### config.mk
export PLATFORM = sky130hd
export DESIGN_NAME = module_status_indicator_logic
export DESIGN_NICKNAME = d
export VERILOG_FILES = /design/src/hdl/status_ind_pkg.sv /design/src/hdl/module_status_indicator_logic.sv
export SDC_FILE = /design/constraint.sdc
export NUM_CORES = 1
export LEC_CHECK = 0
export BUFFER_PORTS_ARGS = -buffer_cell sky130_fd_sc_hd__buf_2
export CAP_MARGIN = 10
export CORE_MARGIN = 2
export CORE_UTILIZATION = 54
export DETAILED_ROUTE_END_ITERATION = 12
export PLACE_DENSITY = 0.77
export SKIP_CTS_REPAIR_TIMING = 1
export SYNTH_ARGS = -nofsm -noshare
export SYNTH_HDL_FRONTEND = slang
export SYNTH_SLANG_ARGS = --single-unit
### constraint.sdc
create_clock -name i_clk_sys -period 2.8 [get_ports i_clk_sys]
set_input_delay 0.14 -clock i_clk_sys [delete_from_list [all_inputs] [get_ports i_clk_sys]]
set_output_delay 0.14 -clock i_clk_sys [all_outputs]
set_load 0.02 [all_outputs]
### src/hdl/status_ind_pkg.sv
// constants for the module status indicator logic
package status_ind_pkg;
  localparam int unsigned CLK_HZ = 200_000_000;
  localparam int unsigned TICK_US = 1000;
  localparam int unsigned TICK_CYC = CLK_HZ / 1_000_000 * TICK_US;
  localparam int unsigned SEARCH_HI_MS = 200;
  localparam int unsigned SEARCH_LO_MS = 1800;
  localparam int unsigned IDLE_HI_MS = 1800;
  localparam int unsigned IDLE_LO_MS = 200;
  localparam int unsigned DATA_HI_MS = 125;
  localparam int unsigned DATA_LO_MS = 125;
  localparam int unsigned RI_PULSE_MS = 120;
  localparam int unsigned MS_W = 11;

  typedef enum logic [1:0] {
    NET_SEARCH = 2'b00,
    NET_IDLE = 2'b01,
    NET_DATA = 2'b10,
    NET_OFF = 2'b11
  } net_cond_e;

  typedef enum logic [1:0] {
    URC_PORT_UART = 2'b00,
    URC_PORT_USB_CMD = 2'b01,
    URC_PORT_USB_MODEM = 2'b10
  } urc_port_e;

  localparam urc_port_e URC_PORT_DEFAULT = URC_PORT_USB_CMD;
endpackage

### src/hdl/module_status_indicator_logic.sv
// indication pin logic: registration mode, activity blink, status, ring indicator, download strap
`timescale 1ns/1ps
module module_status_indicator_logic
#(
  parameter int unsigned TICK_CYCLES = status_ind_pkg::TICK_CYC
) (
  // clock and reset
  input wire logic i_clk_sys,
  input wire logic i_rst,
  // module state
  input wire logic i_lte_registered,
  input status_ind_pkg::net_cond_e i_net_cond,
  input wire logic i_turned_on,
  // unsolicited messages, one strobe per host port
  input wire logic [2:0] i_urc_strobe,
  input status_ind_pkg::urc_port_e i_urc_port_sel,
  input wire logic i_urc_port_sel_we,
  // ring indicator configuration
  input wire logic i_ri_idle_low,
  input wire logic i_ri_pulse_off,
  // forced download strap pin
  input wire logic i_force_dl_strap,
  // indication outputs
  output logic o_reg_mode_ind,
  output logic o_net_activity_ind,
  output logic o_status_out,
  output logic o_status_oe,
  output logic o_ring_indicator_out,
  output status_ind_pkg::urc_port_e o_urc_port,
  output logic o_dl_mode,
  output logic o_usb_fw_upgrade_en
);
  import status_ind_pkg::*;

  logic [31:0] tick_cnt_r;
  logic tick;
  net_cond_e cond_prev_r;
  logic phase_hi_r;
  logic [MS_W-1:0] ms_cnt_r;
  logic [MS_W-1:0] hi_len;
  logic [MS_W-1:0] lo_len;
  logic cond_chg;
  logic [MS_W-1:0] ri_cnt_r;
  logic urc_any;
  logic [2:0] strap_sync_r;
  logic strap_done_r;

  // 1 ms timebase
  assign tick = (tick_cnt_r == TICK_CYCLES - 1);
  always_ff @(posedge i_clk_sys) begin
    if (i_rst || tick) begin
      tick_cnt_r <= '0;
    end else begin
      tick_cnt_r <= tick_cnt_r + 32'h1;
    end
  end

  // registration mode level
  always_ff @(posedge i_clk_sys) begin
    if (i_rst) begin
      o_reg_mode_ind <= 1'b0;
    end else begin
      o_reg_mode_ind <= i_lte_registered;
    end
  end

  // blink phase lengths per condition
  always_comb begin
    hi_len = '0;
    lo_len = '0;
    unique case (i_net_cond)
      NET_SEARCH: begin
        hi_len = MS_W'(SEARCH_HI_MS);
        lo_len = MS_W'(SEARCH_LO_MS);
      end
      NET_IDLE: begin
        hi_len = MS_W'(IDLE_HI_MS);
        lo_len = MS_W'(IDLE_LO_MS);
      end
      NET_DATA: begin
        hi_len = MS_W'(DATA_HI_MS);
        lo_len = MS_W'(DATA_LO_MS);
      end
      NET_OFF: begin
        hi_len = '0;
        lo_len = '0;
      end
    endcase
  end

  assign cond_chg = (i_net_cond != cond_prev_r);

  always_ff @(posedge i_clk_sys) begin
    if (i_rst) begin
      cond_prev_r <= NET_OFF;
    end else begin
      cond_prev_r <= i_net_cond;
    end
  end

  // activity blink
  always_ff @(posedge i_clk_sys) begin
    if (i_rst) begin
      phase_hi_r <= 1'b1;
      ms_cnt_r <= '0;
    end else if (cond_chg) begin
      phase_hi_r <= 1'b1;
      ms_cnt_r <= '0;
    end else if (tick) begin
      if (ms_cnt_r == (phase_hi_r ? hi_len : lo_len) - MS_W'(1)) begin
        phase_hi_r <= ~phase_hi_r;
        ms_cnt_r <= '0;
      end else begin
        ms_cnt_r <= ms_cnt_r + MS_W'(1);
      end
    end
  end

  always_ff @(posedge i_clk_sys) begin
    if (i_rst) begin
      o_net_activity_ind <= 1'b0;
    end else begin
      o_net_activity_ind <= (i_net_cond != NET_OFF) && !cond_chg && phase_hi_r;
    end
  end

  // open-drain status: output level is always low, only the enable moves
  assign o_status_out = 1'b0;
  always_ff @(posedge i_clk_sys) begin
    if (i_rst) begin
      o_status_oe <= 1'b0;
    end else begin
      o_status_oe <= i_turned_on;
    end
  end

  // message port selection
  always_ff @(posedge i_clk_sys) begin
    if (i_rst) begin
      o_urc_port <= URC_PORT_DEFAULT;
    end else if (i_urc_port_sel_we) begin
      o_urc_port <= i_urc_port_sel;
    end
  end

  // ring indicator pulse
  assign urc_any = |i_urc_strobe;
  always_ff @(posedge i_clk_sys) begin
    if (i_rst) begin
      ri_cnt_r <= '0;
    end else if (urc_any && !i_ri_pulse_off) begin
      ri_cnt_r <= MS_W'(RI_PULSE_MS);
    end else if (tick && ri_cnt_r != '0) begin
      ri_cnt_r <= ri_cnt_r - MS_W'(1);
    end
  end

  always_ff @(posedge i_clk_sys) begin
    if (i_rst) begin
      o_ring_indicator_out <= 1'b1;
    end else begin
      o_ring_indicator_out <= (ri_cnt_r != '0) ^ ~i_ri_idle_low;
    end
  end

  // strap: three-stage sync, captured once after reset release
  always_ff @(posedge i_clk_sys) begin
    if (i_rst) begin
      strap_sync_r <= '0;
    end else begin
      strap_sync_r <= {strap_sync_r[1:0], i_force_dl_strap};
    end
  end

  always_ff @(posedge i_clk_sys) begin
    if (i_rst) begin
      strap_done_r <= 1'b0;
      o_dl_mode <= 1'b0;
    end else if (!strap_done_r && (strap_sync_r[1] == strap_sync_r[2]) && tick) begin
      strap_done_r <= 1'b1;
      o_dl_mode <= strap_sync_r[2];
    end
  end

  assign o_usb_fw_upgrade_en = o_dl_mode;
endmodule

==> results of run 1 <==
==> flip-flops by register name, indices dropped and copies added (netlist names) <==
| name | count |
|---|---|
| cond_prev_r | 2 |
| ms_cnt_r | 11 |
| o_dl_mode | 1 |
| o_net_activity_ind | 1 |
| o_reg_mode_ind | 1 |
| o_ring_indicator_out | 1 |
| o_status_oe | 1 |
| o_urc_port | 2 |
| phase_hi_r | 1 |
| ri_cnt_r | 11 |
| strap_done_r | 1 |
| strap_sync_r | 3 |
| tick_cnt_r | 32 |
==> metrics by stage <==
step | utilization [%] | hold slack (ns)
after floorplan | - | 0.247
after global routing | 61.2 | 0.0132
final | 61.2 | 0.000767
after detailed placement | 58.6 | 0.350
after CTS | 61.1 | -0.0151
after global placement | 58.6 | 0.347
==> synthesized netlist by cell type, drive strengths merged <==
cell | number | area, µm²
and4bb | 1 | 12.5
o2111ai | 1 | 8.76
nor4 | 22 | 178
and4 | 5 | 45.0
conb | 1 | 3.75
nand4 | 13 | 87.6
or4 | 7 | 52.6
nor2b | 6 | 37.5
nor2 | 45 | 169
o21a | 1 | 7.51
buf | 6 | 46.3
o41ai | 1 | 8.76
nand3 | 17 | 85.1
nand4bb | 1 | 11.3
a211o | 1 | 8.76
a211oi | 4 | 35.0
mux2i | 6 | 60.1
nor3b | 1 | 7.51
a21oi | 8 | 40.0
and2 | 2 | 12.5
xnor2 | 27 | 236
a31oi | 5 | 31.3
nand2 | 16 | 60.1
or2 | 7 | 43.8
inv | 13 | 48.8
ha | 9 | 113
dfxtp | 68 | 1360
nand3b | 1 | 7.51
a31o | 1 | 8.76
or3 | 13 | 81.3
clkbuf | 18 | 68.8
o22ai | 2 | 12.5
o21ai | 8 | 40.0
and3 | 7 | 43.8
nor3 | 14 | 70.1
o31ai | 6 | 45.0
nand2b | 7 | 43.8
xor2 | 17 | 149
a21o | 1 | 7.51
==> placed cells by master (no fill, tap or decap), drive strengths merged, types with 2 or more instances in the layout <==
| cell | instances |
|---|---|
| buf | 26 |
| ha | 9 |
| nor4 | 22 |
| a31oi | 5 |
| o22ai | 2 |
| nor2b | 6 |
| nand3 | 17 |
| dfxtp | 68 |
| o21ai | 8 |
| and4 | 5 |
| clkinv | 3 |
| nor2 | 45 |
| nand2b | 7 |
| or3 | 13 |
| xnor2 | 27 |
| clkbuf | 12 |
| inv | 13 |
| a211oi | 4 |
| or4 | 7 |
| nor3 | 14 |
| xor2 | 17 |
| a21oi | 8 |
| nand2 | 16 |
| mux2i | 6 |
| or2 | 7 |
| nand4 | 13 |
| and2 | 2 |
| and3 | 7 |
| o31ai | 6 |
==> kinds of logic after synthesis <==
logic type,after synthesis
other,1
adders and majority gates,9
buffers and inverters,37
DFF,68
xor gates and xnor gates,44
AOI/OAI and AO/OA,39
and+or+nand+nor,185
muxes,6
==> layer usage <==
metal / vias to the layer above / track usage [%]
li1: 1405 / -
met1: 1268 / 24.3
met2: 44 / 29.8
met3: 10 / 5.37
met4: 0 / 6.86
met5: - / 0
==> worst max path at each step <==
| stage | from | endpoint | slack (ns) | cells after the start |
|---|---|---|---|---|
| finish | tick_cnt_r[0] | ri_cnt_r[5] | 0.30 | 6 |
| global route | tick_cnt_r[0] | ri_cnt_r[7] | 0.13 | 6 |
| CTS | tick_cnt_r[0] | ri_cnt_r[5] | 0.30 | 6 |
| detailed placement | tick_cnt_r[0] | ri_cnt_r[5] | 0.32 | 6 |
| global placement | tick_cnt_r[0] | ri_cnt_r[5] | 0.42 | 6 |
| floorplan | tick_cnt_r[0] | ms_cnt_r[8] | 0.61 | 8 |
==> power breakdown <==
group          leakage, nW  internal [mW]  switching [mW]
clock network       0.0800          0.312           0.332
registers            0.552          0.985          0.0122
logic                0.671         0.0461          0.0688
total                 1.30           1.34           0.413
==> layout make-up <==
type	instances	area, µm²	share of cell area, %
sequential	68	1360	37.1
clock buffer	12	135	3.68
timing repair buffer	27	150	4.09
tap	75	93.8	2.56
multi-input combinational	284	1860	50.8
clock inverter	3	15.0	0.409
inverter	13	48.8	1.33
==> worst reg2reg max path: stages (launching register included) <==
cell	delay, ns
sky130_fd_sc_hd__dfxtp_1	0.38
sky130_fd_sc_hd__ha_1	0.27
sky130_fd_sc_hd__nand2_1	0.11
sky130_fd_sc_hd__nand4bb_1	0.32
sky130_fd_sc_hd__or3_1	0.60
sky130_fd_sc_hd__or4_1	0.58
sky130_fd_sc_hd__a31oi_1	0.17
==> summary.log, run 1 <==
[outcome] status complete, no violations
[clock_network] Clock Sinks 68
[synthesis] number of nets produced by synthesis 413
[detailed_routing] remaining routing DRC violations 0
[timing] Setup Skew 0.00558 ns
[timing] final setup margin 0.304 ns
[setup_path] crit-path cells ha_1, nand2_1, nand4bb_1, or3_1, or4_1, a31oi_1
[global_route] maximum number of pins on one net before global-route repair 32
[power] power density relative to cell area 479 mW/mm²
[detailed_routing] 1st-iter DRT viols 138
[final_layout] Total Nets Final 427
[timing] final setup violating endpoints 0
[power] leakage power figure 1.30 nW
[setup_path] worst path arrival time 2.76 ns
[die] IO Count 24
[clock_network] clock latency of the later-clocked register in the worst-skew pair 0.34 ns
[detailed_routing] final routed wirelength across all metal layers 6260 µm
[setup_path] reg2reg end ri_cnt_r[5]
[timing] headroom to the max-slew limit 60.2%
[timing] slew at the pin closest to its max-slew limit 0.592 ns
[timing] Final Slew Violations 0
[placement] worst setup timing slack at the placement stage 0.321 ns
[detailed_routing] DR WL/cell 13.0 µm
[worst_hold_path] startpoint of the lowest-slack hold path i_urc_port_sel[0]
[die] die area 0.00693 mm²
[timing] setup total negative slack 0 ns
[timing] unrepaired setup endpoints after global routing no
[timing] number of hold-slack violations in the final timing report 0
[detailed_routing] 1st-pass router iterations 5
[die] die extent in x 83.2 µm
[detailed_routing] number of routed nets with antenna violations 0
[setup_path] number of buffer and inverter stages on the critical path 0
[synthesis] Synth Area in Adders 3.32%
[synthesis] multiplexer share of the synthesized area 1.77%
[synthesis] compound-gate portion of the synthesized area 7.49%
[die] effective utilization at floorplan 56.6%
[setup_path] CP max stage delay 0.59 ns
[die] Die Y 83.2 µm
[final_layout] fraction of layout cells with a size suffix above 1 13.5%
[setup_path] critical path required time 3.07 ns
[detailed_routing] highest metal layer with signal wires met4
[final_layout] area of all placed cells without fillers 0.00367 mm²
[global_route] initial antenna violation count 0
[placement] last weighted congestion value of the routability-driven placer 0.792
[die] area inside the core boundary 0.00599 mm²
[synthesis] mapped cell area 0.00339 mm²
[placement] Detailed Place HPWL 4320 µm
[die] # rows 28
[clock_network] Clock Pin Slew Worst Setup and Hold Paths 0.07 ns
[power] Max VDD drop 0.312 mV
[detailed_routing] via density per instance 5.66
[power] power consumption 1.76 mW
[clock_network] CTS root buf sky130_fd_sc_hd__clkbuf_8
[clock_network] H-tree level count 3
[detailed_routing] vias post-DR 2727
[setup_path] element type at the critical path start register
[setup_path] critical path capture point type register
[synthesis] fraction of synthesized cell area in xor and xnor cells 11.4%
[synthesis] total of flip-flops plus latches after synthesis 68
[timing] timing-limited maximum frequency 0.401 GHz
[global_route] Overflow after GRT 0
[synthesis] Distinct cells, synth 48
[synthesis] mean instance size in the synthesized netlist 8.71 µm²
[worst_hold_path] worst min-delay path category in2reg
[setup_path] category of the most critical setup path reg2reg
[final_layout] synthesis-to-layout area growth 8.23%
[placement] number of cells after detailed placement 466
[placement] total of buffers placed on input and output ports 22
[global_route] vias in the first global route 2456
[final_layout] Filler Cell Count 537
[synthesis] combinational family with the most area after synthesis simple AND/OR/NAND/NOR gates
[detailed_routing] met3 WL 282 µm
[clock_network] clock buffers created by TritonCTS 9
[placement] placed standard-cell area 0.00351 mm²
[final_layout] final instance count without filler cells 482
[detailed_routing] routed wl met2 2840 µm
[global_route] first-pass GRT wire length 10800 µm
[clock_network] clock tree from TritonCTS done
[final_layout] ANT cells 0
[synthesis] yosys warns 0
[detailed_routing] M1 wire length 3040 µm
[worst_hold_path] Worst Hold End o_urc_port[0]
[synthesis] share of the yosys chip area belonging to registers 40.2%
[synthesis] Post-Syn Instances 389
[setup_path] crit-path max FO 18
[setup_path] critical path's slowest cell sky130_fd_sc_hd__or3_1
[worst_hold_path] instance count along the most critical hold path 2
[setup_path] setup slack, reg-to-reg 0.30 ns
[synthesis] area fraction in and, or, nand and nor cells after synthesis 30.9%
[timing] fin crit share 89.1%
[setup_path] cell family with most CP delay simple AND/OR/NAND/NOR gates
[job] maximum capacitance violations 0
[timing] time the final worst path needs with I/O delays and setup 2.50 ns
[clock_network] largest buffer count on any clock path 2
[setup_path] reg2reg start tick_cnt_r[0]
[setup_path] number of cells traversed by the worst register-to-register path 6
[global_route] combined global-route utilization of all metal layers 18.7%
Power figures use the tool's default switching activity.
==> run 2, diff against run 1 <==
- REMOVE_ABC_BUFFERS: default -> 1
==> run 2 against run 1 <==
Hold slack better by 0.0067 ns. Clock-buffer cell count decreased by 1. Critical endpoint unchanged. Global-route usage increased by 0.95 points. Largest cell class unchanged. Die area unchanged. Via count grew 1.7%. Register-to-register slack barely moved. Largest power group unchanged. First-iteration DRC count is 56% higher. Routed wire length is 2.2% higher. Sequential share of layout area down 0.65 points. Core utilization is 1.1 points higher.
==> summary.log, run 2 (same netlist as run 1, synthesis figures left out) <==
[outcome] status complete, no violations
[timing] time the final worst path needs with I/O delays and setup 2.49 ns [-0.00238 ns]
[final_layout] ANT cells 0 [unchanged]
[die] IO Count 24 [unchanged]
[die] die extent in x 83.2 µm [unchanged]
[timing] Setup Skew 0.00761 ns [+0.00203 ns]
[global_route] Overflow after GRT 0 [unchanged]
[job] maximum capacitance violations 0 [unchanged]
[timing] timing-limited maximum frequency 0.401 GHz [about the same]
[global_route] combined global-route utilization of all metal layers 19.7% [+0.95 points]
[clock_network] clock latency of the later-clocked register in the worst-skew pair 0.34 ns [about the same]
[power] leakage power figure 1.33 nW [+2.3%]
[detailed_routing] DR WL/cell 13.3 µm [+2.2%]
[final_layout] most flop-heavy register tick_cnt_r
[final_layout] leading registers by flop count tick_cnt_r x32, ms_cnt_r x11, ri_cnt_r x11
[timing] unrepaired setup endpoints after global routing no
[timing] final setup violating endpoints 0 [unchanged]
[final_layout] max reg flops 32 [unchanged]
[die] area inside the core boundary 0.00599 mm² [unchanged]
[global_route] vias in the first global route 2603 [+6.0%]
[power] Max VDD drop 0.280 mV [-10%]
[detailed_routing] highest metal layer with signal wires met4
[clock_network] H-tree level count 3 [unchanged]
[detailed_routing] routed wl met2 3040 µm [+7.2%]
[final_layout] most common cell after layout, fill and taps aside sky130_fd_sc_hd__dfxtp_1
[detailed_routing] 1st-iter DRT viols 215 [+56%]
[detailed_routing] M1 wire length 2940 µm [-3.5%]
[timing] final setup margin 0.306 ns [+0.00238 ns]
[die] die area 0.00693 mm² [unchanged]
[placement] Detailed Place HPWL 4430 µm [+2.4%]
[setup_path] worst path arrival time 2.76 ns [about the same]
[clock_network] clock buffers created by TritonCTS 9 [unchanged]
[detailed_routing] number of routed nets with antenna violations 0 [unchanged]
[placement] number of cells after detailed placement 466 [unchanged]
[placement] worst setup timing slack at the placement stage 0.322 ns [+0.000929 ns]
[setup_path] element type at the critical path start register
[detailed_routing] vias post-DR 2773 [+1.7%]
[die] # rows 28 [unchanged]
[timing] setup total negative slack 0 ns [unchanged]
[timing] headroom to the max-slew limit 53.7% [-6.5 points]
[setup_path] critical path capture point type register
[power] power consumption 1.99 mW [+13%]
[setup_path] category of the most critical setup path reg2reg
[placement] total of buffers placed on input and output ports 22 [unchanged]
[final_layout] Filler Cell Count 533 [-0.74%]
[detailed_routing] final routed wirelength across all metal layers 6400 µm [+2.2%]
[clock_network] Clock Sinks 68 [unchanged]
[setup_path] setup slack, reg-to-reg 0.31 ns [about the same]
[detailed_routing] 1st-pass router iterations 4 [-1]
[final_layout] Total Nets Final 427 [unchanged]
[clock_network] CTS root buf sky130_fd_sc_hd__clkbuf_8
[detailed_routing] via density per instance 5.75 [+1.7%]
[timing] post-route worst hold slack 0.00748 ns [+0.00671 ns]
[final_layout] final instance count without filler cells 482 [unchanged]
[placement] last weighted congestion value of the routability-driven placer 0.797 [+0.62%]
[clock_network] largest buffer count on any clock path 2 [unchanged]
[clock_network] clock tree from TritonCTS done
[die] effective utilization at floorplan 56.6% [unchanged]
[clock_network] Clock Pin Slew Worst Setup and Hold Paths 0.07 ns [about the same]
[die] Die Y 83.2 µm [unchanged]
[final_layout] fraction of layout cells with a size suffix above 1 14.0% [+0.49 points]
[setup_path] crit-path max FO 18 [unchanged]
[power] power density relative to cell area 532 mW/mm² [+11%]
[timing] number of hold-slack violations in the final timing report 0 [unchanged]
[global_route] initial antenna violation count 0 [unchanged]
[final_layout] most frequent cells in the layout sky130_fd_sc_hd__dfxtp_1, sky130_fd_sc_hd__nor2_1, sky130_fd_sc_hd__xnor2_1
[final_layout] synthesis-to-layout area growth 10.2%
[timing] slew at the pin closest to its max-slew limit 0.689 ns [+0.0964 ns]
[global_route] maximum number of pins on one net before global-route repair 32 [unchanged]
[worst_hold_path] worst min-delay path category in2reg
[setup_path] critical path required time 3.07 ns [about the same]
[timing] Final Slew Violations 0 [unchanged]
[detailed_routing] met3 WL 332 µm [+18%]
[detailed_routing] remaining routing DRC violations 0 [unchanged]
[timing] fin crit share 89.1% [about the same]
[global_route] first-pass GRT wire length 11400 µm [+5.6%]
-- run 2: changes by cell type in the layout (fill, tap and decap cells not counted), sizes merged --
cell,delta
bufinv,+2
clkbuf,-1
clkinv,-1
-- run 2: final timing paths --
check,startpoint,end,cells past startpoint
worst max-delay path,tick_cnt_r[0],ri_cnt_r[5],6
worst min-delay path,i_force_dl_strap,strap_sync_r[0],2
worst max register to register,tick_cnt_r[0],ri_cnt_r[5],6
worst min register to register,strap_sync_r[0],strap_sync_r[1],1
-- run 2: metal layers --
layer / global-route usage, % / up-vias
met3: 5.57 / 11
met5: 0 / -
met2: 32.8 / 62
met1: 24.1 / 1305
li1: - / 1395
met4: 7.30 / 0
-- run 2: where the power goes --
group	total [mW]	internal (mW)	switching (mW)
logic	0.115	0.0464	0.0689
clock network	0.877	0.521	0.355
registers	0.995	0.984	0.0115
-- run 2: through the flow --
step / cell area (µm²) / utilization [%]
after floorplan: 3270 / -
after CTS: 3720 / 62.2
final: 3730 / 62.3
after detailed placement: 3510 / 58.6
after global routing: 3730 / 62.3
after global placement: 3510 / 58.6
-- run 2: layout make-up --
type / instances / area [µm²] / area share [%]
clock inverter: 4 / 73.8 / 1.98
tap: 75 / 93.8 / 2.51
sequential: 68 / 1360 / 36.5
timing repair buffer: 27 / 150 / 4.02
clock buffer: 11 / 141 / 3.79
inverter: 13 / 48.8 / 1.31
multi-input combinational: 284 / 1860 / 49.9
-- run 2: worst max-delay path, stage by stage, from the launching register on --
cell and delay (ns):
sky130_fd_sc_hd__dfxtp_1 0.39, sky130_fd_sc_hd__ha_1 0.26, sky130_fd_sc_hd__nand2_1 0.10, sky130_fd_sc_hd__nand4bb_1 0.33
sky130_fd_sc_hd__or3_1 0.60, sky130_fd_sc_hd__or4_1 0.58, sky130_fd_sc_hd__a31oi_1 0.17
